[src/top_map.svh]
/*
 Constants for the trace observation port: widths, address steps, vector bases, reset values.
 Assumes inclusion by bare name from the package and design files.
*/
`ifndef TOP_MAP_SVH
`define TOP_MAP_SVH
`define TOP_ADDR_W 32
`define TOP_DATA_W 32
`define TOP_PID_W 32
`define TOP_SIZE_W 2
`define TOP_STEP_WIDE 32'h0000_0004
`define TOP_STEP_NARROW 32'h0000_0002
`define TOP_VEC_LOW 32'h0000_0000
`define TOP_VEC_HIGH 32'hffff_0000
`define TOP_PID_RESET 32'h0000_0000
`define TOP_ADDR_RESET 32'h0000_0000
`endif

[src/top_pkg.sv]
/*
 Types shared by the trace observation port.
 Assumes top_map.svh is available on the include path.
*/
`default_nettype none
`include "top_map.svh"
package top_pkg;
   typedef enum logic [1:0] {
      TOP_SIZE_BYTE = 2'h0,
      TOP_SIZE_HALF = 2'h1,
      TOP_SIZE_WORD = 2'h2
   } top_size_t;
   typedef enum logic [1:0] {
      TOP_CP_IDLE = 2'h0,
      TOP_CP_WAIT = 2'h1,
      TOP_CP_DONE = 2'h2
   } top_cp_state_t;
endpackage
`default_nettype wire

[src/top_trace_port.sv]
/*
 Trace observation port: registers the core's bus and pipeline status each cycle
 and presents it to an attached trace observer. Also holds the vector-base bit.
 Assumes core-side inputs come from logic on sys_clk; coprocessor handshake
 inputs and the vector-select strap come from pins and are synchronised here.
*/
// Notes on behaviour
// - Memory request output low in the cycle before a needed memory access.
// - Sequential high only for same address, plus four wide, plus two compressed.
// - Not-executed output high whenever the execute-stage instruction is skipped.
// - Coprocessor instruction output low, waiting for absent/busy response.
// - Trace address is a retimed copy of the internal address bus.
// - Opcode-fetch output low on instruction fetch, high on data transfer.
// - Debug acknowledge high in debug state, low in normal state.
// - Abort output set when an access is disallowed or bus-errors.
// - Buffered copies of coprocessor absent and busy inputs.
// - Process identifier on bus, write pulse when that register is written.
// - Compressed-state output high in 16-bit set, low in 32-bit set.
// - Both endianness outputs high for big-endian, low for little-endian.
// - High-vectors output low for base zero, high for top base.
// - Access size, read data and write data buses presented.
// - Instruction-valid high only for valid unflushed execute-stage instruction.
// - Direction output high on writes, low on reads.
// - Wait indicator flags core stalls; observer treats it as a qualifier.
// - Vector-base bit loaded from the synchronised vector-select input in the first cycle after reset.
`default_nettype none
`include "top_map.svh"
module top_trace_port #(
   parameter int ADDR_W = `TOP_ADDR_W,
   parameter int DATA_W = `TOP_DATA_W,
   parameter int PID_W = `TOP_PID_W
) (
   input wire logic sys_clk,
   input wire logic srst,
   input wire logic core_mem_request,
   input wire logic core_instr_fetch,
   input wire logic core_write,
   input wire top_pkg::top_size_t core_size,
   input wire logic [ADDR_W-1:0] core_address,
   input wire logic [DATA_W-1:0] core_read_data,
   input wire logic [DATA_W-1:0] core_write_data,
   input wire logic core_exec_valid,
   input wire logic core_exec_flushed,
   input wire logic core_cond_pass,
   input wire logic core_copro_instr,
   input wire logic core_access_denied,
   input wire logic core_bus_error,
   input wire logic core_debug_state,
   input wire logic core_compressed,
   input wire logic core_big_endian,
   input wire logic core_wait,
   input wire logic core_pid_write,
   input wire logic [PID_W-1:0] core_pid_data,
   input wire logic core_vector_write,
   input wire logic core_vector_value,
   input wire logic copro_absent_in,
   input wire logic copro_busy_in,
   input wire logic vector_base_init,
   input wire logic trace_enable_in,
   output logic trace_mem_request_n,
   output logic trace_sequential,
   output logic trace_not_executed,
   output logic trace_copro_instr_n,
   output logic [ADDR_W-1:0] trace_address,
   output logic trace_opcode_fetch_n,
   output logic trace_debug_ack,
   output logic trace_abort,
   output logic trace_copro_absent,
   output logic trace_copro_busy,
   output logic [PID_W-1:0] trace_process_id,
   output logic trace_process_id_write,
   output logic trace_compressed_state,
   output logic trace_big_endian,
   output logic endian_out,
   output logic trace_high_vectors,
   output logic [1:0] trace_access_size,
   output logic [DATA_W-1:0] trace_read_data,
   output logic [DATA_W-1:0] trace_write_data,
   output logic trace_instr_valid,
   output logic trace_write_not_read,
   output logic trace_wait_indicator,
   output logic copro_wait,
   output logic [ADDR_W-1:0] vector_base
);
   localparam logic [ADDR_W-1:0] STEP_WIDE = ADDR_W'(`TOP_STEP_WIDE);
   localparam logic [ADDR_W-1:0] STEP_NARROW = ADDR_W'(`TOP_STEP_NARROW);

   // Two-flop synchronisers for pin inputs; first stage read by second only
   localparam int SYNC_N = 3;
   logic [SYNC_N-1:0] pin_raw;
   logic [SYNC_N-1:0] sync_a;
   logic [SYNC_N-1:0] sync_b;
   logic absent_s;
   logic busy_s;
   logic vinit_s;
   assign pin_raw = {vector_base_init, copro_busy_in, copro_absent_in};
   assign absent_s = sync_b[0];
   assign busy_s = sync_b[1];
   assign vinit_s = sync_b[2];
   // No reset here: the strap must pass through while reset is held
   for (genvar gi = 0; gi < SYNC_N; gi++) begin : g_sync
      always_ff @(posedge sys_clk) begin
         sync_a[gi] <= pin_raw[gi];
         sync_b[gi] <= sync_a[gi];
      end
   end

   // Previous access address, tracked only for real memory cycles
   logic [ADDR_W-1:0] last_addr;
   logic have_last;
   logic [ADDR_W-1:0] step;
   logic [ADDR_W-1:0] next_step_addr;
   logic next_sequential;
   assign step = core_compressed ? STEP_NARROW : STEP_WIDE;
   assign next_step_addr = last_addr + step;
   assign next_sequential = core_mem_request && have_last &&
      (core_address == last_addr || core_address == next_step_addr);

   // Strap caught by a clocked process, held until released
   logic vec_bit;
   logic strap_pending;
   always_ff @(posedge sys_clk) begin
      if (srst) begin
         strap_pending <= 1'b1;
         vec_bit <= 1'b0;
      end else if (strap_pending) begin
         strap_pending <= 1'b0;
         vec_bit <= vinit_s;
      end else if (core_vector_write) begin
         vec_bit <= core_vector_value;
      end
   end

   // Coprocessor handshake wait
   top_pkg::top_cp_state_t cp_state;
   top_pkg::top_cp_state_t next_cp_state;
   logic cp_answer;
   assign cp_answer = absent_s || !busy_s;
   always_comb begin
      next_cp_state = cp_state;
      case (cp_state)
         top_pkg::TOP_CP_IDLE: begin
            if (core_copro_instr) next_cp_state = top_pkg::TOP_CP_WAIT;
         end
         top_pkg::TOP_CP_WAIT: begin
            if (cp_answer) next_cp_state = top_pkg::TOP_CP_DONE;
         end
         top_pkg::TOP_CP_DONE: begin
            next_cp_state = top_pkg::TOP_CP_IDLE;
         end
         default: next_cp_state = top_pkg::TOP_CP_IDLE;
      endcase
   end

   logic next_copro_wait;
   assign next_copro_wait = (next_cp_state == top_pkg::TOP_CP_WAIT);

   always_ff @(posedge sys_clk) begin
      if (srst) begin
         cp_state <= top_pkg::TOP_CP_IDLE;
         copro_wait <= 1'b0;
         trace_copro_instr_n <= 1'b1;
      end else begin
         cp_state <= next_cp_state;
         copro_wait <= next_copro_wait;
         trace_copro_instr_n <= !(core_copro_instr || next_copro_wait);
      end
   end

   // Bus qualifiers, all retimed on sys_clk
   always_ff @(posedge sys_clk) begin
      if (srst) begin
         last_addr <= ADDR_W'(`TOP_ADDR_RESET);
         have_last <= 1'b0;
         trace_mem_request_n <= 1'b1;
         trace_sequential <= 1'b0;
         trace_address <= ADDR_W'(`TOP_ADDR_RESET);
         trace_opcode_fetch_n <= 1'b1;
         trace_write_not_read <= 1'b0;
         trace_access_size <= 2'h0;
         trace_read_data <= '0;
         trace_write_data <= '0;
         trace_abort <= 1'b0;
      end else begin
         if (core_mem_request) begin
            last_addr <= core_address;
            have_last <= 1'b1;
         end
         trace_mem_request_n <= !core_mem_request;
         trace_sequential <= next_sequential;
         trace_address <= core_address;
         trace_opcode_fetch_n <= !core_instr_fetch;
         trace_write_not_read <= core_write;
         trace_access_size <= core_size;
         trace_read_data <= core_read_data;
         trace_write_data <= core_write_data;
         trace_abort <= core_access_denied || core_bus_error;
      end
   end

   // Pipeline and state outputs
   always_ff @(posedge sys_clk) begin
      if (srst) begin
         trace_instr_valid <= 1'b0;
         trace_not_executed <= 1'b0;
         trace_debug_ack <= 1'b0;
         trace_copro_absent <= 1'b0;
         trace_copro_busy <= 1'b0;
         trace_process_id <= PID_W'(`TOP_PID_RESET);
         trace_process_id_write <= 1'b0;
         trace_compressed_state <= 1'b0;
         trace_big_endian <= 1'b0;
         endian_out <= 1'b0;
         trace_high_vectors <= 1'b0;
         vector_base <= ADDR_W'(`TOP_VEC_LOW);
         trace_wait_indicator <= 1'b0;
      end else begin
         trace_instr_valid <= core_exec_valid && !core_exec_flushed;
         trace_not_executed <= core_exec_valid && !core_cond_pass;
         trace_debug_ack <= core_debug_state;
         trace_copro_absent <= absent_s;
         trace_copro_busy <= busy_s;
         if (core_pid_write) trace_process_id <= core_pid_data;
         trace_process_id_write <= core_pid_write;
         trace_compressed_state <= core_compressed;
         trace_big_endian <= core_big_endian;
         endian_out <= core_big_endian;
         trace_high_vectors <= vec_bit;
         vector_base <= vec_bit ? ADDR_W'(`TOP_VEC_HIGH) : ADDR_W'(`TOP_VEC_LOW);
         // Qualifier only; the observer keeps its own clock running
         trace_wait_indicator <= core_wait;
      end
   end

   // Trace enable is observed only; tracing itself lives in the observer
   logic trace_enabled_seen;
   always_ff @(posedge sys_clk) begin
      if (srst) trace_enabled_seen <= 1'b0;
      else trace_enabled_seen <= trace_enable_in;
   end

   property p_mreq;
      @(posedge sys_clk) disable iff (srst)
      core_mem_request |=> !trace_mem_request_n;
   endproperty
   a_mreq: assert property (p_mreq) else $error("mem request not low");

   property p_seq;
      @(posedge sys_clk) disable iff (srst)
      trace_sequential |-> !trace_mem_request_n;
   endproperty
   a_seq: assert property (p_seq) else $error("sequential without request");

   property p_nexec;
      @(posedge sys_clk) disable iff (srst)
      (core_exec_valid && !core_cond_pass) |=> trace_not_executed;
   endproperty
   a_nexec: assert property (p_nexec) else $error("not executed missing");

   property p_cpi;
      @(posedge sys_clk) disable iff (srst)
      copro_wait |-> !trace_copro_instr_n;
   endproperty
   a_cpi: assert property (p_cpi) else $error("copro instr high while waiting");

   property p_addr;
      @(posedge sys_clk) disable iff (srst)
      !srst |=> trace_address == $past(core_address);
   endproperty
   a_addr: assert property (p_addr) else $error("address not retimed");

   property p_abort;
      @(posedge sys_clk) disable iff (srst)
      (core_access_denied || core_bus_error) |=> trace_abort;
   endproperty
   a_abort: assert property (p_abort) else $error("abort missed");

   property p_pid;
      @(posedge sys_clk) disable iff (srst)
      core_pid_write |=> trace_process_id_write && trace_process_id == $past(core_pid_data);
   endproperty
   a_pid: assert property (p_pid) else $error("process id write wrong");

   property p_endian;
      @(posedge sys_clk) disable iff (srst)
      trace_big_endian == endian_out;
   endproperty
   a_endian: assert property (p_endian) else $error("endian outputs differ");

   property p_valid;
      @(posedge sys_clk) disable iff (srst)
      core_exec_flushed |=> !trace_instr_valid;
   endproperty
   a_valid: assert property (p_valid) else $error("flushed shown valid");

   property p_hivec;
      @(posedge sys_clk) disable iff (srst)
      trace_high_vectors |-> vector_base == ADDR_W'(`TOP_VEC_HIGH);
   endproperty
   a_hivec: assert property (p_hivec) else $error("vector base mismatch");

   // Sampled reset in the antecedent keeps the release cycle from being judged
   property p_rst;
      @(posedge sys_clk)
      srst |=> trace_mem_request_n && trace_copro_instr_n && !trace_sequential && !copro_wait;
   endproperty
   a_rst: assert property (p_rst) else $error("outputs not at reset level");

   property p_opc;
      @(posedge sys_clk) disable iff (srst)
      !srst |=> trace_opcode_fetch_n == !$past(core_instr_fetch);
   endproperty
   a_opc: assert property (p_opc) else $error("opcode fetch not retimed");

   property p_dbg;
      @(posedge sys_clk) disable iff (srst)
      !srst |=> trace_debug_ack == $past(core_debug_state);
   endproperty
   a_dbg: assert property (p_dbg) else $error("debug ack not retimed");

   property p_cpcopy;
      @(posedge sys_clk) disable iff (srst)
      !srst |=> trace_copro_absent == $past(copro_absent_in, 3) &&
         trace_copro_busy == $past(copro_busy_in, 3);
   endproperty
   a_cpcopy: assert property (p_cpcopy) else $error("handshake copies wrong");

   property p_cmp;
      @(posedge sys_clk) disable iff (srst)
      !srst |=> trace_compressed_state == $past(core_compressed);
   endproperty
   a_cmp: assert property (p_cmp) else $error("instruction set state wrong");

   property p_data;
      @(posedge sys_clk) disable iff (srst)
      !srst |=> trace_read_data == $past(core_read_data) &&
         trace_write_data == $past(core_write_data) &&
         trace_access_size == $past(core_size);
   endproperty
   a_data: assert property (p_data) else $error("size or data buses wrong");

   property p_rw;
      @(posedge sys_clk) disable iff (srst)
      !srst |=> trace_write_not_read == $past(core_write);
   endproperty
   a_rw: assert property (p_rw) else $error("direction wrong");

   property p_wait;
      @(posedge sys_clk) disable iff (srst)
      !srst |=> trace_wait_indicator == $past(core_wait);
   endproperty
   a_wait: assert property (p_wait) else $error("wait indicator wrong");

   property p_ivalid;
      @(posedge sys_clk) disable iff (srst)
      !srst |=> trace_instr_valid == ($past(core_exec_valid) && !$past(core_exec_flushed));
   endproperty
   a_ivalid: assert property (p_ivalid) else $error("instruction valid wrong");

   property p_strap;
      @(posedge sys_clk) disable iff (srst)
      (strap_pending && !srst) |-> ##2 trace_high_vectors == $past(vector_base_init, 4);
   endproperty
   a_strap: assert property (p_strap) else $error("vector bit not loaded from strap");

   property p_cpdone;
      @(posedge sys_clk) disable iff (srst)
      (copro_wait && cp_answer) |=> !copro_wait;
   endproperty
   a_cpdone: assert property (p_cpdone) else $error("wait held after answer");

   property p_cpstart;
      @(posedge sys_clk) disable iff (srst)
      core_copro_instr |=> !trace_copro_instr_n;
   endproperty
   a_cpstart: assert property (p_cpstart) else $error("copro instr not shown");

   property p_pidhold;
      @(posedge sys_clk) disable iff (srst)
      (!srst && !core_pid_write) |=> $stable(trace_process_id);
   endproperty
   a_pidhold: assert property (p_pidhold) else $error("process id changed unwritten");
endmodule // top_trace_port
`default_nettype wire
[config.mk]
export PLATFORM = sky130hd
export DESIGN_NAME = top_trace_port
export DESIGN_NICKNAME = d
export VERILOG_FILES = /design/src/top_pkg.sv /design/src/top_trace_port.sv
export VERILOG_INCLUDE_DIRS = /design/src
export SDC_FILE = /design/constraint.sdc
export NUM_CORES = 1
export LEC_CHECK = 0
export BUFFER_PORTS_ARGS = -buffer_cell sky130_fd_sc_hd__buf_2
export CORE_ASPECT_RATIO = 1.4
export CORE_MARGIN = 2
export CORE_UTILIZATION = 42
export DETAILED_ROUTE_END_ITERATION = 8
export GPL_ROUTABILITY_DRIVEN = 0
export GPL_TIMING_DRIVEN = 0
export PLACE_DENSITY = 0.73
export SETUP_SLACK_MARGIN = 0.05
export SLEW_MARGIN = 20
export SYNTH_ARGS = -nofsm -noshare
export SYNTH_HDL_FRONTEND = slang
export SYNTH_SLANG_ARGS = --single-unit
[constraint.sdc]
create_clock -name sys_clk -period 3.1 [get_ports sys_clk]
set_input_delay 0.155 -clock sys_clk [delete_from_list [all_inputs] [get_ports sys_clk]]
set_output_delay 0.155 -clock sys_clk [all_outputs]
set_load 0.01 [all_outputs]
==> results.env <==
RESULT_OF_THE_RUN='finished, final reports clean'
PIN_COUNT_OF_THE_BIGGEST_NET_ENTERING_GLOBAL_ROUTING=19
CLOCK_BUFFER_COUNT_FROM_CTS=17
CRIT_PATH_TOP_DELAY_CELL='sky130_fd_sc_hd__or4b_1'
REG2REG_SETUP_SLACK_NS=0.27
YS_DOMINANT_REG_CELL='sky130_fd_sc_hd__dfxtp_1'
AVGROUTEDWIREPERCELL_UM=16.4
CHIPHEIGHT_UM=158
CHIPWIDTH_UM=114
POST_DRT_VIA_CELL_RATIO=4.77
ANTENNA_VIOLATING_NETS_REMAINING=0
DESIGN.DIE.AREA_UM2=18000
POSTSYNTHAREAPERCELL_UM2=10.2
SYNTH_COMPOUND_GATE_AREA_SHARE_PCT=3.21
STARTPOINT_TYPE='flip-flop'
CRIT_REQUIRED_NS=3.47
FINAL_CRITICAL_PATH_SETUP_SLACK_NS=0.271
CTS_MAX_LEVEL=4
CLOCK_TREE.ROOT_CELL='sky130_fd_sc_hd__clkbuf_16'
FINALCOREUTILIZATION_PCT=65.6
SYNTH_MUX_AREA_SHARE_PCT=9.55
KIND_OF_END_POINT_OF_THE_CRITICAL_PATH='flip-flop'
LARGEST_VOLTAGE_DROP_ON_THE_VDD_NET_mV=0.353
DPL_CELL_AREA_UM2=8990
SYNTH_AREA_UM2=7130
GRT_FIRST_PASS_WIRELENGTH_UM=34300
PLACE_WS_NS=0.145
MAX_FREQ_GHz=0.353
FINAL.PERIOD_UTILIZATION_PCT=91.3
CLOCK-SINKS=190
CP_DATA_ARRIVAL_TIME_NS=3.20
PWR_DENSITY_CELL_nW_PER_UM2=522
SYNTH_TOP_FAMILY_BY_AREA='simple AND/OR/NAND/NOR gates'
PERIOD_MINUS_SLACK_NS=2.83
FRACTION_OF_REGISTERS_WITH_ASYNC_SET_OR_RESET_AFTER_SYNTHESIS_PCT=0
PLACED_CELLS=1224
DETAIL_ROUTE.FIRST_PASS.ITERATIONS=4
CLOCK_TREE_FROM_TRITONCTS='done'
FIN_CLK_SKEW_NS=0.0104
SYNTH-WARNING-COUNT=0
SYNTH-SEQ-CELLS=190
CLK-INSERTION-DELAY-LATE_NS=0.42
PLACEMENT_ROWS=56
WORSTPATHCELLLIST='ha_1 -> inv_1 -> fa_1 -> nand4b_1 -> or3_1 -> or4b_1 -> o211ai_1 -> a21oi_1 -> nor2_1 -> a31o_1'
SETUP.WORST_PATH.CLASS='flip-flop to flip-flop'
FILLCELLCOUNT=1311
PORT_BUFFER_CELLS=309
HPWL_UM=15100
FLOORPLAN.INITIALDENSITY_PCT=42.8
WORST_SLEW_MARGIN_REL_PCT=39.8
SYN-INSTANCE-COUNT=697
DRT_WL_TOTAL_UM=22800
WORST_SLEW_PIN_SLEW_NS=0.903
SYNTH-SIMPLE-AREA-SHARE_PCT=21.3
SHARE_OF_FINAL_LAYOUT_STANDARD_CELLS_STRONGER_THAN_DRIVE_STRENGTH_1_PCT=32.7
IO_PINS=332
LEAKAGEPOWER_nW=5.26
POST_SYNTHESIS_XOR_XNOR_AREA_FRACTION_PCT=5.77
HOLD_VIOL_FINAL=0
SETUP_REPAIR_AFTER_GLOBAL_ROUTING_MISSED_ITS_MARGIN='false'
SYNTH-EDFF-COUNT=0
FINAL_MAX_SLEW_VIOL_COUNT=0
DELAY_OF_THE_SLOWEST_CRITICAL_PATH_STAGE_NS=0.49
POST_SYNTH_NUM_CELL_TYPES=53
CTSLONGESTPATHBUFFERS=2
ANTENNA_FOUND_INITIAL=1
SYNTH-ADDER-AREA-SHARE_PCT=0.632
FIRST_ITER_VIOLATIONS=319
TOTALNEGATIVESETUPSLACK_NS=0
STDCELL_AREA_UM2=10900
CLK_PIN_SLEW_NS=0.07
DRC=0
LAYOUTNONFILLERINSTCOUNT=1392
MIN-DELAY-PATH-CLASS='primary input to flip-flop'
FIRST_GLOBAL_VIAS=6819
TIMING.MAX_CAP.VIOLATIONS=0
TIMING.CRITICAL_PATH.FANOUT_MAX=6
ROUTED-VIA-COUNT=6640
GRT.TOTAL_USAGE_PCT=24.6
GRT_OVERFLOW_TOTAL=0
SETUP_VIOL_COUNT_FINAL=0
CORE-AREA_UM2=16700
AREAGROWTHSYNTHTOFINISH_PCT=53.5
NET_TOTAL_IN_THE_FINAL_LAYOUT=1330
SYNTH_SEQ_AREA_SHARE_PCT=53.4
## cells in the final DEF (no fill, tap or decap), drive strengths merged, types with 5 or more instances in the layout
cell type    netlist  routed
nor2b            108     108
nor4b              5       5
dfxtp            190     190
xor2              21      21
nand2             12      12
nand3             15      15
inv                9      15
nor3              10      10
dlygate4sd3        0     133
a21oi             10      10
buf               43     354
nand4             14      14
clkbuf            28      46
xnor2             26      26
nor4               8       8
nor2              85      85
mux2i             68      68
conb               1      16
## Yosys cell counts (10+ instances only)
master	instances	area share, %
sky130_fd_sc_hd__a21oi_1	10	0.70
sky130_fd_sc_hd__buf_4	33	3.5
sky130_fd_sc_hd__clkbuf_1	28	1.5
sky130_fd_sc_hd__dfxtp_1	190	53
sky130_fd_sc_hd__mux2i_1	68	9.5
sky130_fd_sc_hd__nand2_1	12	0.63
sky130_fd_sc_hd__nand3_1	15	1.1
sky130_fd_sc_hd__nand4_1	14	1.2
sky130_fd_sc_hd__nor2_1	85	4.5
sky130_fd_sc_hd__nor2b_1	108	9.5
sky130_fd_sc_hd__xnor2_1	26	3.2
sky130_fd_sc_hd__xor2_1	21	2.6
## flip-flops by register name, summed over array words and instances (netlist names), 2 cells and up
signal and count:
last_addr 32, trace_address 32, trace_process_id 32, trace_read_data 32
trace_write_data 32, sync_a 3, cp_state 2, trace_access_size 2
## cell families (layout without fill, tap and decap cells)
logic type | after synthesis | in the layout
buffers and inverters | 80 | 556
DFF | 190 | 190
muxes | 68 | 68
adders and majority gates | 3 | 3
other | 1 | 17
AOI/OAI and AO/OA | 31 | 31
and+or+nand+nor | 277 | 277
xor gates and xnor gates | 47 | 47
## stage by stage
stage / hold WS, ns / total power [mW]
after floorplan: 0.183 / 3.07
after global placement: 0.261 / 3.36
after detailed placement: 0.259 / 3.38
after CTS: 0.00155 / 5.74
after global routing: 0.0146 / 5.93
final: 0.0278 / 5.71
## critical path: cells and delay by family (launching register included)
kind	cells	cell delay (ns)
and+or+nand+nor	4	1.36
DFF	1	0.37
AOI/OAI and AO/OA	3	0.35
buffers and inverters	1	0.05
adders and majority gates	2	0.65
## layer usage
metal	GRT usage [%]	vias up	part of all wire, %
met3	6.89	61	6.3
li1	-	3204	-
met2	44.9	251	53
met1	25.7	3124	37
met5	0	-	0
met4	12.2	0	3.9
## path summary, 6_finish.rpt
check,start,to,cells past startpoint
worst max-delay path,last_addr[1],trace_sequential,10
worst min-delay path,core_address[10],trace_address[10],2
worst max register to register,last_addr[1],trace_sequential,10
worst min register to register,sync_a[2],vinit_s,0
## final cells by class
| class | count | area (um2) | share of cell area (%) |
|---|---|---|---|
| multi-input combinational | 442 | 2940 | 26.9 |
| timing repair buffer | 444 | 2890 | 26.4 |
| clock buffer | 18 | 429 | 3.92 |
| clock inverter | 14 | 176 | 1.61 |
| antenna | 1 | 2.50 | 0.0229 |
| tap | 203 | 254 | 2.32 |
| sequential | 190 | 3800 | 34.8 |
| buffer | 71 | 404 | 3.69 |
| inverter | 9 | 33.8 | 0.309 |
## timing repair
item	in CTS	in global routing
hold buffers	133	0
setup buffers	0	2
resized for setup	0	0
setup endpoints to repair	0	1
hold endpoints to repair	136	0
## where the power goes
part | switching, mW | total [mW] | internal (mW)
Sequential | 0.0667 | 2.64 | 2.58
Combinational | 0.409 | 0.841 | 0.432
Clock | 1.01 | 2.23 | 1.22
Note: power is estimated with default switching activity, not from simulation.
